==> src/irq_sel_pkg.sv <==
package irq_sel_pkg;

  localparam int          FIELD_W      = 5;
  localparam int          FIELDS_PER   = 6;
  localparam int          MASK_LINES   = 12;
  localparam int          FIRST_MASKED = 4;
  localparam int          CPU_LINES    = 16;

  localparam logic [31:0] ADDR_SELECT_HIGH = 32'h019c_0000;
  localparam logic [31:0] ADDR_SELECT_LOW  = 32'h019c_0004;
  localparam logic [31:0] ADDR_IRQ_STATUS  = 32'h019c_0010;
  localparam logic [31:0] ADDR_IRQ_MASK    = 32'h019c_0014;
  localparam logic [31:0] SELECT_WMASK     = 32'h7fff_7fff;

  localparam logic [4:0] CODE_HOST_DSP   = 5'h00;
  localparam logic [4:0] CODE_TIMER0     = 5'h01;
  localparam logic [4:0] CODE_TIMER1     = 5'h02;
  localparam logic [4:0] CODE_SDRAM_REF  = 5'h03;
  localparam logic [4:0] CODE_PIN_IRQ_4  = 5'h04;
  localparam logic [4:0] CODE_PIN_IRQ_5  = 5'h05;
  localparam logic [4:0] CODE_PIN_IRQ_6  = 5'h06;
  localparam logic [4:0] CODE_PIN_IRQ_7  = 5'h07;
  localparam logic [4:0] CODE_DMA_DONE   = 5'h08;
  localparam logic [4:0] CODE_DEBUG_DMA  = 5'h09;
  localparam logic [4:0] CODE_DEBUG_RX   = 5'h0a;
  localparam logic [4:0] CODE_DEBUG_TX   = 5'h0b;
  localparam logic [4:0] CODE_SERIAL_TX  = 5'h0c;
  localparam logic [4:0] CODE_SERIAL_RX  = 5'h0d;
  localparam logic [4:0] CODE_GPIO_EV0   = 5'h10;
  localparam logic [4:0] CODE_TIMER2     = 5'h13;
  localparam logic [4:0] CODE_TWO_WIRE   = 5'h16;
  localparam logic [4:0] CODE_ETH_MGMT   = 5'h18;
  localparam logic [4:0] CODE_VIDEO1     = 5'h1a;
  localparam logic [4:0] CODE_VIDEO2     = 5'h1b;
  localparam logic [4:0] CODE_AUDIO_TX   = 5'h1c;
  localparam logic [4:0] CODE_AUDIO_RX   = 5'h1d;
  localparam logic [4:0] CODE_RESERVED   = 5'h0e;

  localparam logic [31:0] SELECT_LOW_RESET = {1'b0, CODE_DEBUG_DMA,
    CODE_DMA_DONE, CODE_PIN_IRQ_7, 1'b0, CODE_PIN_IRQ_6, CODE_PIN_IRQ_5,
    CODE_PIN_IRQ_4};
  localparam logic [31:0] SELECT_HIGH_RESET = {1'b0, CODE_TIMER1,
    CODE_TIMER0, CODE_HOST_DSP, 1'b0, CODE_DEBUG_TX, CODE_DEBUG_RX,
    CODE_SDRAM_REF};

  localparam logic [11:0] STATUS_RESET = 12'h000;
  localparam logic [11:0] MASK_RESET   = 12'h000;

  // On-chip sources, all on pclk; pin sources arrive separately
  typedef struct packed {
    logic host_dsp_irq;
    logic timer0_irq;
    logic timer1_irq;
    logic timer2_irq;
    logic sdram_refresh_irq;
    logic dma_done_irq;
    logic debug_dma_irq;
    logic debug_data_rx_irq;
    logic debug_data_tx_irq;
    logic serial_tx_irq;
    logic serial_rx_irq;
    logic gpio_event0_irq;
    logic two_wire_irq;
    logic ethernet_mgmt_irq;
    logic video_port1_irq;
    logic video_port2_irq;
    logic audio_tx_irq;
    logic audio_rx_irq;
  } irq_sources_t;

  // Fields skip bit 15 of each register
  function automatic int field_lsb(input int idx);
    field_lsb = (idx < 3) ? idx * FIELD_W : idx * FIELD_W + 1;
  endfunction

endpackage

==> src/cpu_interrupt_selector.sv <==
// The implementer's own choice: the APB interface to the registers.
`timescale 1ns/1ps
module cpu_interrupt_selector
(
  input  wire logic                       pclk,
  input  wire logic                       presetn,
  input  wire logic [31:0]                paddr,
  input  wire logic                       psel,
  input  wire logic                       penable,
  input  wire logic                       pwrite,
  input  wire logic [31:0]                pwdata,
  output logic      [31:0]                prdata,
  output logic                            pready,
  output logic                            pslverr,
  input  wire logic                       nmi_pin,
  input  wire logic [3:0]                 pin_irq,
  input  wire irq_sel_pkg::irq_sources_t  sources,
  output logic      [15:0]                cpu_irq,
  output logic                            irq
);

  ////////////////////////////////////////////////////////////////////////////
  // Pin synchronisers

  logic [4:0]  pin_meta_reg;
  logic [4:0]  pin_sync_reg;

  always_ff @(posedge pclk or negedge presetn)
  begin
    if (!presetn)
    begin
      pin_meta_reg <= 5'h00;
      pin_sync_reg <= 5'h00;
    end
    else
    begin
      pin_meta_reg <= {pin_irq, nmi_pin};
      pin_sync_reg <= pin_meta_reg;
    end
  end

  wire logic       nmi_sync = pin_sync_reg[0];
  wire logic [3:0] pin_sync = pin_sync_reg[4:1];

  ////////////////////////////////////////////////////////////////////////////
  // Source vector indexed by selector code

  function automatic logic [31:0] build_sources(
    input irq_sel_pkg::irq_sources_t s,
    input logic [3:0]                p
  );
    logic [31:0] v;
    v = 32'h0000_0000;
    v[irq_sel_pkg::CODE_HOST_DSP]  = s.host_dsp_irq;
    v[irq_sel_pkg::CODE_TIMER0]    = s.timer0_irq;
    v[irq_sel_pkg::CODE_TIMER1]    = s.timer1_irq;
    v[irq_sel_pkg::CODE_SDRAM_REF] = s.sdram_refresh_irq;
    v[irq_sel_pkg::CODE_PIN_IRQ_4] = p[0];
    v[irq_sel_pkg::CODE_PIN_IRQ_5] = p[1];
    v[irq_sel_pkg::CODE_PIN_IRQ_6] = p[2];
    v[irq_sel_pkg::CODE_PIN_IRQ_7] = p[3];
    v[irq_sel_pkg::CODE_DMA_DONE]  = s.dma_done_irq;
    v[irq_sel_pkg::CODE_DEBUG_DMA] = s.debug_dma_irq;
    v[irq_sel_pkg::CODE_DEBUG_RX]  = s.debug_data_rx_irq;
    v[irq_sel_pkg::CODE_DEBUG_TX]  = s.debug_data_tx_irq;
    v[irq_sel_pkg::CODE_SERIAL_TX] = s.serial_tx_irq;
    v[irq_sel_pkg::CODE_SERIAL_RX] = s.serial_rx_irq;
    v[irq_sel_pkg::CODE_GPIO_EV0]  = s.gpio_event0_irq;
    v[irq_sel_pkg::CODE_TIMER2]    = s.timer2_irq;
    v[irq_sel_pkg::CODE_TWO_WIRE]  = s.two_wire_irq;
    v[irq_sel_pkg::CODE_ETH_MGMT]  = s.ethernet_mgmt_irq;
    v[irq_sel_pkg::CODE_VIDEO1]    = s.video_port1_irq;
    v[irq_sel_pkg::CODE_VIDEO2]    = s.video_port2_irq;
    v[irq_sel_pkg::CODE_AUDIO_TX]  = s.audio_tx_irq;
    v[irq_sel_pkg::CODE_AUDIO_RX]  = s.audio_rx_irq;
    // Reserved codes stay low, so a bad field just silences the line
    build_sources = v;
  endfunction

  wire logic [31:0] src_vec = build_sources(sources, pin_sync);

  ////////////////////////////////////////////////////////////////////////////
  // APB decode

  logic [31:0] select_high_reg;
  logic [31:0] select_low_reg;
  logic [11:0] status_reg;
  logic [11:0] mask_reg;
  logic [31:0] prdata_reg;

  wire logic setup  = psel & ~penable;
  wire logic access = psel & penable;
  wire logic hit_high   = (paddr == irq_sel_pkg::ADDR_SELECT_HIGH);
  wire logic hit_low    = (paddr == irq_sel_pkg::ADDR_SELECT_LOW);
  wire logic hit_status = (paddr == irq_sel_pkg::ADDR_IRQ_STATUS);
  wire logic hit_mask   = (paddr == irq_sel_pkg::ADDR_IRQ_MASK);
  wire logic hit_any    = hit_high | hit_low | hit_status | hit_mask;
  wire logic wr_high    = access & pwrite & hit_high;
  wire logic wr_low     = access & pwrite & hit_low;
  wire logic wr_mask    = access & pwrite & hit_mask;
  wire logic rd_status  = access & ~pwrite & hit_status;

  wire logic [31:0] read_mux =
    hit_high   ? select_high_reg :
    hit_low    ? select_low_reg :
    hit_status ? {16'h0000, status_reg, 4'h0} :
    hit_mask   ? {16'h0000, mask_reg, 4'h0} :
                 32'h0000_0000;

  assign pready  = 1'b1;
  assign pslverr = access & ~hit_any;
  assign prdata  = prdata_reg;

  // Read data is captured in the setup cycle so it comes from a flop
  always_ff @(posedge pclk or negedge presetn)
  begin
    if (!presetn)
      prdata_reg <= 32'h0000_0000;
    else if (setup && !pwrite)
      prdata_reg <= read_mux;
  end

  ////////////////////////////////////////////////////////////////////////////
  // Selector registers

  wire logic [31:0] select_wdata = pwdata & irq_sel_pkg::SELECT_WMASK;

  always_ff @(posedge pclk or negedge presetn)
  begin
    if (!presetn)
    begin
      select_high_reg <= irq_sel_pkg::SELECT_HIGH_RESET;
      select_low_reg  <= irq_sel_pkg::SELECT_LOW_RESET;
    end
    else
    begin
      if (wr_high)
        select_high_reg <= select_wdata;
      if (wr_low)
        select_low_reg <= select_wdata;
    end
  end

  ////////////////////////////////////////////////////////////////////////////
  // Routing of the maskable lines

  wire logic [63:0] select_all = {select_high_reg, select_low_reg};
  wire logic [11:0] line_next;

  genvar gi;
  generate
    for (gi = 0; gi < irq_sel_pkg::MASK_LINES; gi = gi + 1)
    begin : g_line
      localparam int LSB = (gi / irq_sel_pkg::FIELDS_PER) * 32 +
        irq_sel_pkg::field_lsb(gi % irq_sel_pkg::FIELDS_PER);
      wire logic [4:0] code = select_all[LSB +: irq_sel_pkg::FIELD_W];
      assign line_next[gi] = src_vec[code];
    end
  endgenerate

  logic        reset_line_reg;
  logic        nmi_line_reg;
  logic [11:0] line_reg;

  always_ff @(posedge pclk or negedge presetn)
  begin
    if (!presetn)
    begin
      reset_line_reg <= 1'b1;
      nmi_line_reg   <= 1'b0;
      line_reg       <= 12'h000;
    end
    else
    begin
      reset_line_reg <= 1'b0;
      nmi_line_reg   <= nmi_sync;
      line_reg       <= line_next;
    end
  end

  // Line 0 has top priority; the core resolves order by index
  assign cpu_irq = {line_reg, 2'b00, nmi_line_reg,
                    reset_line_reg};

  ////////////////////////////////////////////////////////////////////////////
  // Event status, mask and interrupt output

  logic [11:0] line_prev_reg;
  wire logic [11:0] line_rise = line_reg & ~line_prev_reg;
  // Only bits that software actually saw are cleared; a new edge wins
  wire logic [11:0] status_clr =
    rd_status ? prdata_reg[15:4] : 12'h000;
  wire logic [11:0] status_next = (status_reg & ~status_clr) | line_rise;

  always_ff @(posedge pclk or negedge presetn)
  begin
    if (!presetn)
    begin
      line_prev_reg <= 12'h000;
      status_reg    <= irq_sel_pkg::STATUS_RESET;
      mask_reg      <= irq_sel_pkg::MASK_RESET;
    end
    else
    begin
      line_prev_reg <= line_reg;
      status_reg    <= status_next;
      if (wr_mask)
        mask_reg <= pwdata[15:4];
    end
  end

  assign irq = |(status_reg & mask_reg);

  ////////////////////////////////////////////////////////////////////////////
  // Checks

  logic first_cycle_reg;

  always_ff @(posedge pclk or negedge presetn)
  begin
    if (!presetn)
      first_cycle_reg <= 1'b1;
    else
      first_cycle_reg <= 1'b0;
  end

  a_fixed_lines_low: assert property (
    @(posedge pclk) disable iff (!presetn)
    cpu_irq[3:2] == 2'b00 && (first_cycle_reg || !cpu_irq[0]))
    else $error("Reserved or reset line asserted outside reset");

  a_nmi_follows: assert property (
    @(posedge pclk) disable iff (!presetn)
    !first_cycle_reg |-> cpu_irq[1] == $past(nmi_sync))
    else $error("Non-maskable line did not follow its input");

  a_default_routing: assert property (
    @(posedge pclk) disable iff (!presetn)
    first_cycle_reg |->
      select_low_reg == irq_sel_pkg::SELECT_LOW_RESET &&
      select_high_reg == irq_sel_pkg::SELECT_HIGH_RESET)
    else $error("Selector fields not at default routing after reset");

  a_low_write_lands: assert property (
    @(posedge pclk) disable iff (!presetn)
    access && pwrite && paddr == irq_sel_pkg::ADDR_SELECT_LOW |=>
      select_low_reg == ($past(pwdata) & irq_sel_pkg::SELECT_WMASK) &&
      !select_low_reg[15] && !select_low_reg[31])
    else $error("Low selector write not stored as expected");

  a_high_write_lands: assert property (
    @(posedge pclk) disable iff (!presetn)
    access && pwrite && paddr == irq_sel_pkg::ADDR_SELECT_HIGH |=>
      select_high_reg[30:26] == $past(pwdata[30:26]) &&
      select_high_reg[4:0] == $past(pwdata[4:0]))
    else $error("High selector write not stored as expected");

  a_timer_route: assert property (
    @(posedge pclk) disable iff (!presetn)
    select_high_reg[25:21] == irq_sel_pkg::CODE_TIMER0 |=>
      cpu_irq[14] == $past(sources.timer0_irq))
    else $error("Line 14 does not follow timer 0");

  a_two_wire_route: assert property (
    @(posedge pclk) disable iff (!presetn)
    select_low_reg[4:0] == irq_sel_pkg::CODE_TWO_WIRE |=>
      cpu_irq[4] == $past(sources.two_wire_irq))
    else $error("Line 4 does not follow the two-wire source");

  a_write_next_cycle: assert property (
    @(posedge pclk) disable iff (!presetn)
    access && pwrite && paddr == irq_sel_pkg::ADDR_SELECT_LOW &&
    pwdata[4:0] == irq_sel_pkg::CODE_DMA_DONE |=> ##1
      cpu_irq[4] == $past(sources.dma_done_irq))
    else $error("Field change did not act one cycle after the write");

  a_reserved_silent: assert property (
    @(posedge pclk) disable iff (!presetn)
    select_high_reg[4:0] == irq_sel_pkg::CODE_RESERVED |=> !cpu_irq[10])
    else $error("Reserved code drove a CPU line");

  a_event_raises_irq: assert property (
    @(posedge pclk) disable iff (!presetn)
    $rose(cpu_irq[15]) && mask_reg[11] |=> irq)
    else $error("Unmasked event did not raise the interrupt");

  // A status bit may only go away through a read of the status register
  a_status_sticky: assert property (
    @(posedge pclk) disable iff (!presetn)
    status_reg[11] && !rd_status |=> status_reg[11])
    else $error("Status bit dropped without a read");

  a_pin_route: assert property (
    @(posedge pclk) disable iff (!presetn)
    select_low_reg[4:0] == irq_sel_pkg::CODE_PIN_IRQ_4 |=>
      cpu_irq[4] == $past(pin_sync[0]))
    else $error("Line 4 does not follow shared pin 4");

  a_dma_route: assert property (
    @(posedge pclk) disable iff (!presetn)
    select_low_reg[25:21] == irq_sel_pkg::CODE_DMA_DONE |=>
      cpu_irq[8] == $past(sources.dma_done_irq))
    else $error("Line 8 does not follow the DMA done source");

  a_sdram_route: assert property (
    @(posedge pclk) disable iff (!presetn)
    select_high_reg[4:0] == irq_sel_pkg::CODE_SDRAM_REF |=>
      cpu_irq[10] == $past(sources.sdram_refresh_irq))
    else $error("Line 10 does not follow the refresh source");

endmodule

==> config.mk <==
export PLATFORM = sky130hd
export DESIGN_NAME = cpu_interrupt_selector
export DESIGN_NICKNAME = d
export VERILOG_FILES = /design/src/irq_sel_pkg.sv /design/src/cpu_interrupt_selector.sv
export SDC_FILE = /design/constraint.sdc
export NUM_CORES = 1
export LEC_CHECK = 0
export BUFFER_PORTS_ARGS = -buffer_cell sky130_fd_sc_hd__buf_2
export CORE_UTILIZATION = 47
export DETAILED_ROUTE_END_ITERATION = 16
export HOLD_SLACK_MARGIN = 0.05
export PLACE_DENSITY = 0.72
export SYNTH_ARGS = -nofsm -noshare
export SYNTH_HDL_FRONTEND = slang
export SYNTH_SLANG_ARGS = --single-unit
==> constraint.sdc <==
create_clock -name pclk -period 2.2 [get_ports pclk]
set_input_delay 0.11 -clock pclk [delete_from_list [all_inputs] [get_ports pclk]]
set_output_delay 0.11 -clock pclk [all_outputs]
set_load 0.01 [all_outputs]
Word-level counts from Yosys, hierarchy flattened
Cells that the tools add are included.
{ "totals": {"register_bits": 152, "latchBits": 0, "mem_bits_rw": 0, "mem_bits_ro": 0, "input_bits": 92, "out_inout_bits": 51, "word_cells": 80, "n_memories": 0} }
{ "op_classes": {"add_sub_neg": 0, "multipliers": 0, "div": 0, "order_cmp": 12, "eq_ne": 4, "shifts": 0, "mux": 29, "bitwise_logic": 21, "reduce_logical": 3} }
{ "op_table": {"columns": ["cell", "count"], "rows": [
  ["$eq 32x25->1 const B", 4],
  ["$lt 5x6->1 const B", 12],
  ["$mux 31", 2],
  ["$bmux 1 s5", 12],
  ["$and 12x12->12", 3],
  ["$mux 16", 2],
  ["$not 12->12", 2],
  ["$mux 1", 12],
  ["$mux 12", 1],
  ["$or 12x12->12", 1],
  ["$reduce_or 12->1", 1],
  ["$and 1x1->1", 9],
  ["$not 1->1", 3],
  ["$or 1x1->1", 3],
  ["$logic_and 1x1->1", 1],
  ["$logic_not 1->1", 1]
]} }

Longest topological paths before layout
{ "logic_depth": {"ltp_word": 7, "depth_mapped": 8, "mapped_depth_nobuf": 5} }

Worst setup path after synthesis
Ideal clock, no wire load.
{ "synth_timing": {"path_type": "register to register", "start": "reg select_low_reg[5]", "end": "reg line_reg[1]", "setup_ns": 0.130, "arrival_time_ns": 1.855, "required_time_ns": 2.070, "setup_slack_ns": 0.215, "path_stages_with_launch": 6, "n_path_buf": 1, "period_less_slack_ns": 1.985, "path_cell_list": "dfstp_2 buf_1 mux4_2 mux2_2 o22ai_1 o21ai_0"} }
{ "synth_between": {"elab_chain_cells": 2} }
{ "synth_lines": {"columns": ["element", "line", "source"], "rows": [
  ["start, declared", "cpu_interrupt_selector.sv:86", "logic [31:0] select_low_reg;"],
  ["start signal, assigned", "cpu_interrupt_selector.sv:133", "select_low_reg <= irq_sel_pkg::SELECT_LOW_RESET;"],
  ["start signal, assigned", "cpu_interrupt_selector.sv:140", "select_low_reg <= select_wdata;"],
  ["$bmux 1 s5", "cpu_interrupt_selector.sv:157", "assign line_next[gi] = src_vec[code];"],
  ["$mux 1 (not written as such)", "cpu_interrupt_selector.sv:157", null],
  ["via line_next[1]", "cpu_interrupt_selector.sv:148", "wire logic [11:0] line_next;"],
  ["end signal, assigned", "cpu_interrupt_selector.sv:177", "line_reg <= line_next;"],
  ["end, declared", "cpu_interrupt_selector.sv:163", "logic [11:0] line_reg;"]
]} }
The timed path passes the listed nets, and every way through them passes these cells. The select of a mux whose other input is x is not followed.
A chain may end at the register's enable or synchronous reset.

Final worst setup path
{ "layout_timing": {"start": "reg select_high_reg[16]", "end": "reg line_reg[9]"} }
{ "layout_between": {"elab_chain_cells": 2} }
{ "layout_lines": {"columns": ["element", "line", "source"], "rows": [
  ["start, declared", "cpu_interrupt_selector.sv:85", "logic [31:0] select_high_reg;"],
  ["start signal, assigned", "cpu_interrupt_selector.sv:132", "select_high_reg <= irq_sel_pkg::SELECT_HIGH_RESET;"],
  ["start signal, assigned", "cpu_interrupt_selector.sv:138", "select_high_reg <= select_wdata;"],
  ["$bmux 1 s5", "cpu_interrupt_selector.sv:157", null],
  ["$mux 1 (not written as such)", "cpu_interrupt_selector.sv:157", null],
  ["via line_next[9]", "cpu_interrupt_selector.sv:148", null]
]} }
The timed path passes the listed nets, and every way through them passes these cells. The select of a mux whose other input is x is not followed.

==> flow_summary_export.csv <==
group,metric,value,unit
floorplan,fp-row-count,49,
worst_setup_path,path_class,"flip-flop to flip-flop",
logic_synthesis,yosys_warnings,0,
clock_tree,cts_sinks,151,
finish,drive_above_1_share,38.71,%
logic_synthesis,syn_area_per_cell,11.41,sq um
logic_synthesis,ys_ff_latch,151,
clock_tree,cts_buffer_depth,2,
sta,slew_viol_final,0,
sta,min_period,2036,ps
clock_tree,h-tree-depth,4,
finish,fillers,1520,
finish,final_common_cell,"buf_2",
flow_run,max-cap-violations,0,
route,via_per_inst,6.080,
logic_synthesis,synth_edf_count,0,
route,drt_iter0_drc,622,
sta,rsz0062_at_grt,"false",
logic_synthesis,seq_area_frac_synth,43.93,%
floorplan,die_h,137.7,um
route,ant_nets,0,
sta,hold_viol,0,
finish,nets,978,
clock_tree,cts_setup_buffers,0,
clock_tree,clk_latency,430,ps
sta,setup_viol,0,
finish,largest_register_ffs,31,
placed_design,dp_slack,-3.293,ps
power,powerDensity,628.1,nW/um^2
placed_design,hpwl,15770,um
placed_design,place_inst,1059,
sta,tightestPinTransition,583.3,ps
logic_synthesis,syn_area,8661,sq um
finish,final_cell_mix,"136 x buf_2, 130 x dfrtp_1, 87 x mux2_2",
floorplan,io_pins,143,
sta,fmax,0.4912,GHz
global_route,grt_pass1_wl,37070,um
worst_setup_path,end_kind,"flip-flop",
placed_design,postPlaceCellArea,9455,sq um
logic_synthesis,ys_types,50,
clock_tree,path_clk_slew,70,ps
worst_setup_path,cp.required,2420,ps
clock_tree,ctsResizeCount,0,
floorplan,die-area,18970,sq um
global_route,overflow,0,
route,wl_per_cell,21.13,um
sta,finClkSkew,6.748,ps
finish,fin_cells,1129,
sta,fin_ws,164.0,ps
floorplan,die_width,137.7,um
worst_setup_path,crit_fanout,11,
power,power_leakage,4.517,nW
worst_setup_path,cp.arrival,2260,ps
floorplan,start_util,48.05,%
route,drc,0,
global_route,grt_pass1_vias,6691,
global_route,grt_max_degree,54,
clock_tree,cts_tree,"yes",
placed_design,io_buffers,137,
logic_synthesis,async_flop_share,100.0,%
power,ir_drop,0.0006866,V
route,vias,6864,
finish,fin_area,10470,sq um
run_status,run_status,"completed",
clock_tree,cts_buffers,17,
route,wl,23850,um
sta,min_period_over_period,92.55,%
logic_synthesis,synthCells,759,
global_route,groute.usage.overall,26.49,%
placed_design,gp_congestion,0.8616,
finish,final_util,58.07,%
global_route,antenna_found_initial,0,
sta,slew_headroom,60.70,%
route,drtPass1Iterations,6,
floorplan,coreArea,18020,sq um
finish,area_growth,20.85,%
logic_synthesis,ys.flop_type,"dfrtp_1",
clock_tree,cts_root_buf,"clkbuf_16",
worst_setup_path,start_kind,"flip-flop",
worst_hold_path,hold_path_class,"primary input to async pin",
-- where the power goes --
| part | leakage, nW | internal [mW] | switching, mW | total, mW |
|---|---|---|---|---|
| Sequential | 1.89 | 2.81 | 0.0321 | 2.84 |
| Combinational | 2.33 | 0.240 | 0.296 | 0.535 |
| Clock | 0.295 | 1.92 | 1.27 | 3.19 |
-- cells in the mapped netlist, types with 11 or more instances --
cell	n	area share, %
a21oi_1	15	0.87
a221o_1	12	1.4
a22o_1	16	1.6
clkbuf_1	63	2.7
dfrtp_1	130	38
dfstp_2	21	6.4
inv_1	20	0.87
mux2_2	87	11
mux2i_1	56	6.5
mux4_2	37	9.6
nand2_1	40	1.7
nand3_1	19	1.1
nor2_1	30	1.3
o21a_1	11	0.95
o21ai_0	49	2.8
-- repair_timing --
item / 4_1_cts / 5_1_grt
hold buffers: 37 / 0
hold endpoints to repair: 166 / 0
setup endpoints to repair: 0 / 0
-- logic make-up (layout without fill, tap and decap cells) --
family                 count (synthesis)  count (layout)  synth area share, %
other                                  2               6              0.08671
AOI/OAI and AO/OA                    165             165                13.18
and+or+nand+nor                      147             147                9.101
DFF                                  151             151                43.93
muxes                                185             185                28.06
buffers and inverters                109             246                5.649
-- final cells by class --
type | instances | area, sq um | area share [%]
well taps | 229 | 286.5 | 2.738
diodes | 1 | 2.502 | 0.02391
repair buffers | 194 | 1275 | 12.18
multi-input cells | 502 | 4384 | 41.89
flip-flops and latches | 151 | 3805 | 36.35
clock buffers | 17 | 425.4 | 4.065
inverters | 20 | 75.07 | 0.7173
clock inverters | 15 | 212.7 | 2.032
-- metal layers --
metal  up-vias  GRT usage (%)  share of wire [%]
met5         -              0                  0
met3        34          6.107                7.5
met2       304          42.46                 48
met1      3446          35.58                 43
met4         0          8.273                1.6
li1       3080              -                  -
-- through the flow --
| step | TNS (ps) | total power [mW] | hold WS, ps |
|---|---|---|---|
| 2_1_floorplan | 0 | 3.123 | -185.6 |
| 3_3_place_gp | 0 | 3.364 | 48.99 |
| 3_5_place_dp | -3.293 | 3.374 | 54.62 |
| 4_1_cts | 0 | 6.609 | 132.7 |
| 5_1_grt | 0 | 6.771 | 172.9 |
| 6_report | 0 | 6.574 | 152.5 |
-- critical path: stages, from the launching register on --
cell	delay, ps
dfrtp_1	630
mux4_2	550
mux2_2	280
o22ai_1	140
o21ai_0	230
-- path summary, 6_finish.rpt --
check | end | cells past startpoint | slack [ps] | from
worst max-delay path | line_reg[9]$_DFF_PN0_ | 4 | 160 | select_high_reg[16]$_DFFE_PN0P_
worst min-delay path | status_reg[2]$_DFF_PN0_ | 2 | 150 | presetn
worst max register to register | line_reg[9]$_DFF_PN0_ | 4 | 160 | select_high_reg[16]$_DFFE_PN0P_
worst min register to register | pin_sync_reg[0]$_DFF_PN0_ | 0 | 350 | pin_meta_reg[0]$_DFF_PN0_
max in group asynchronous | select_low_reg[18]$_DFFE_PN1P_ | 3 | 1250 | presetn
min in group pclk | status_reg[0]$_DFF_PN0_ | 4 | 160 | pwrite
No activity file was read; power rests on OpenSTA's default activity.
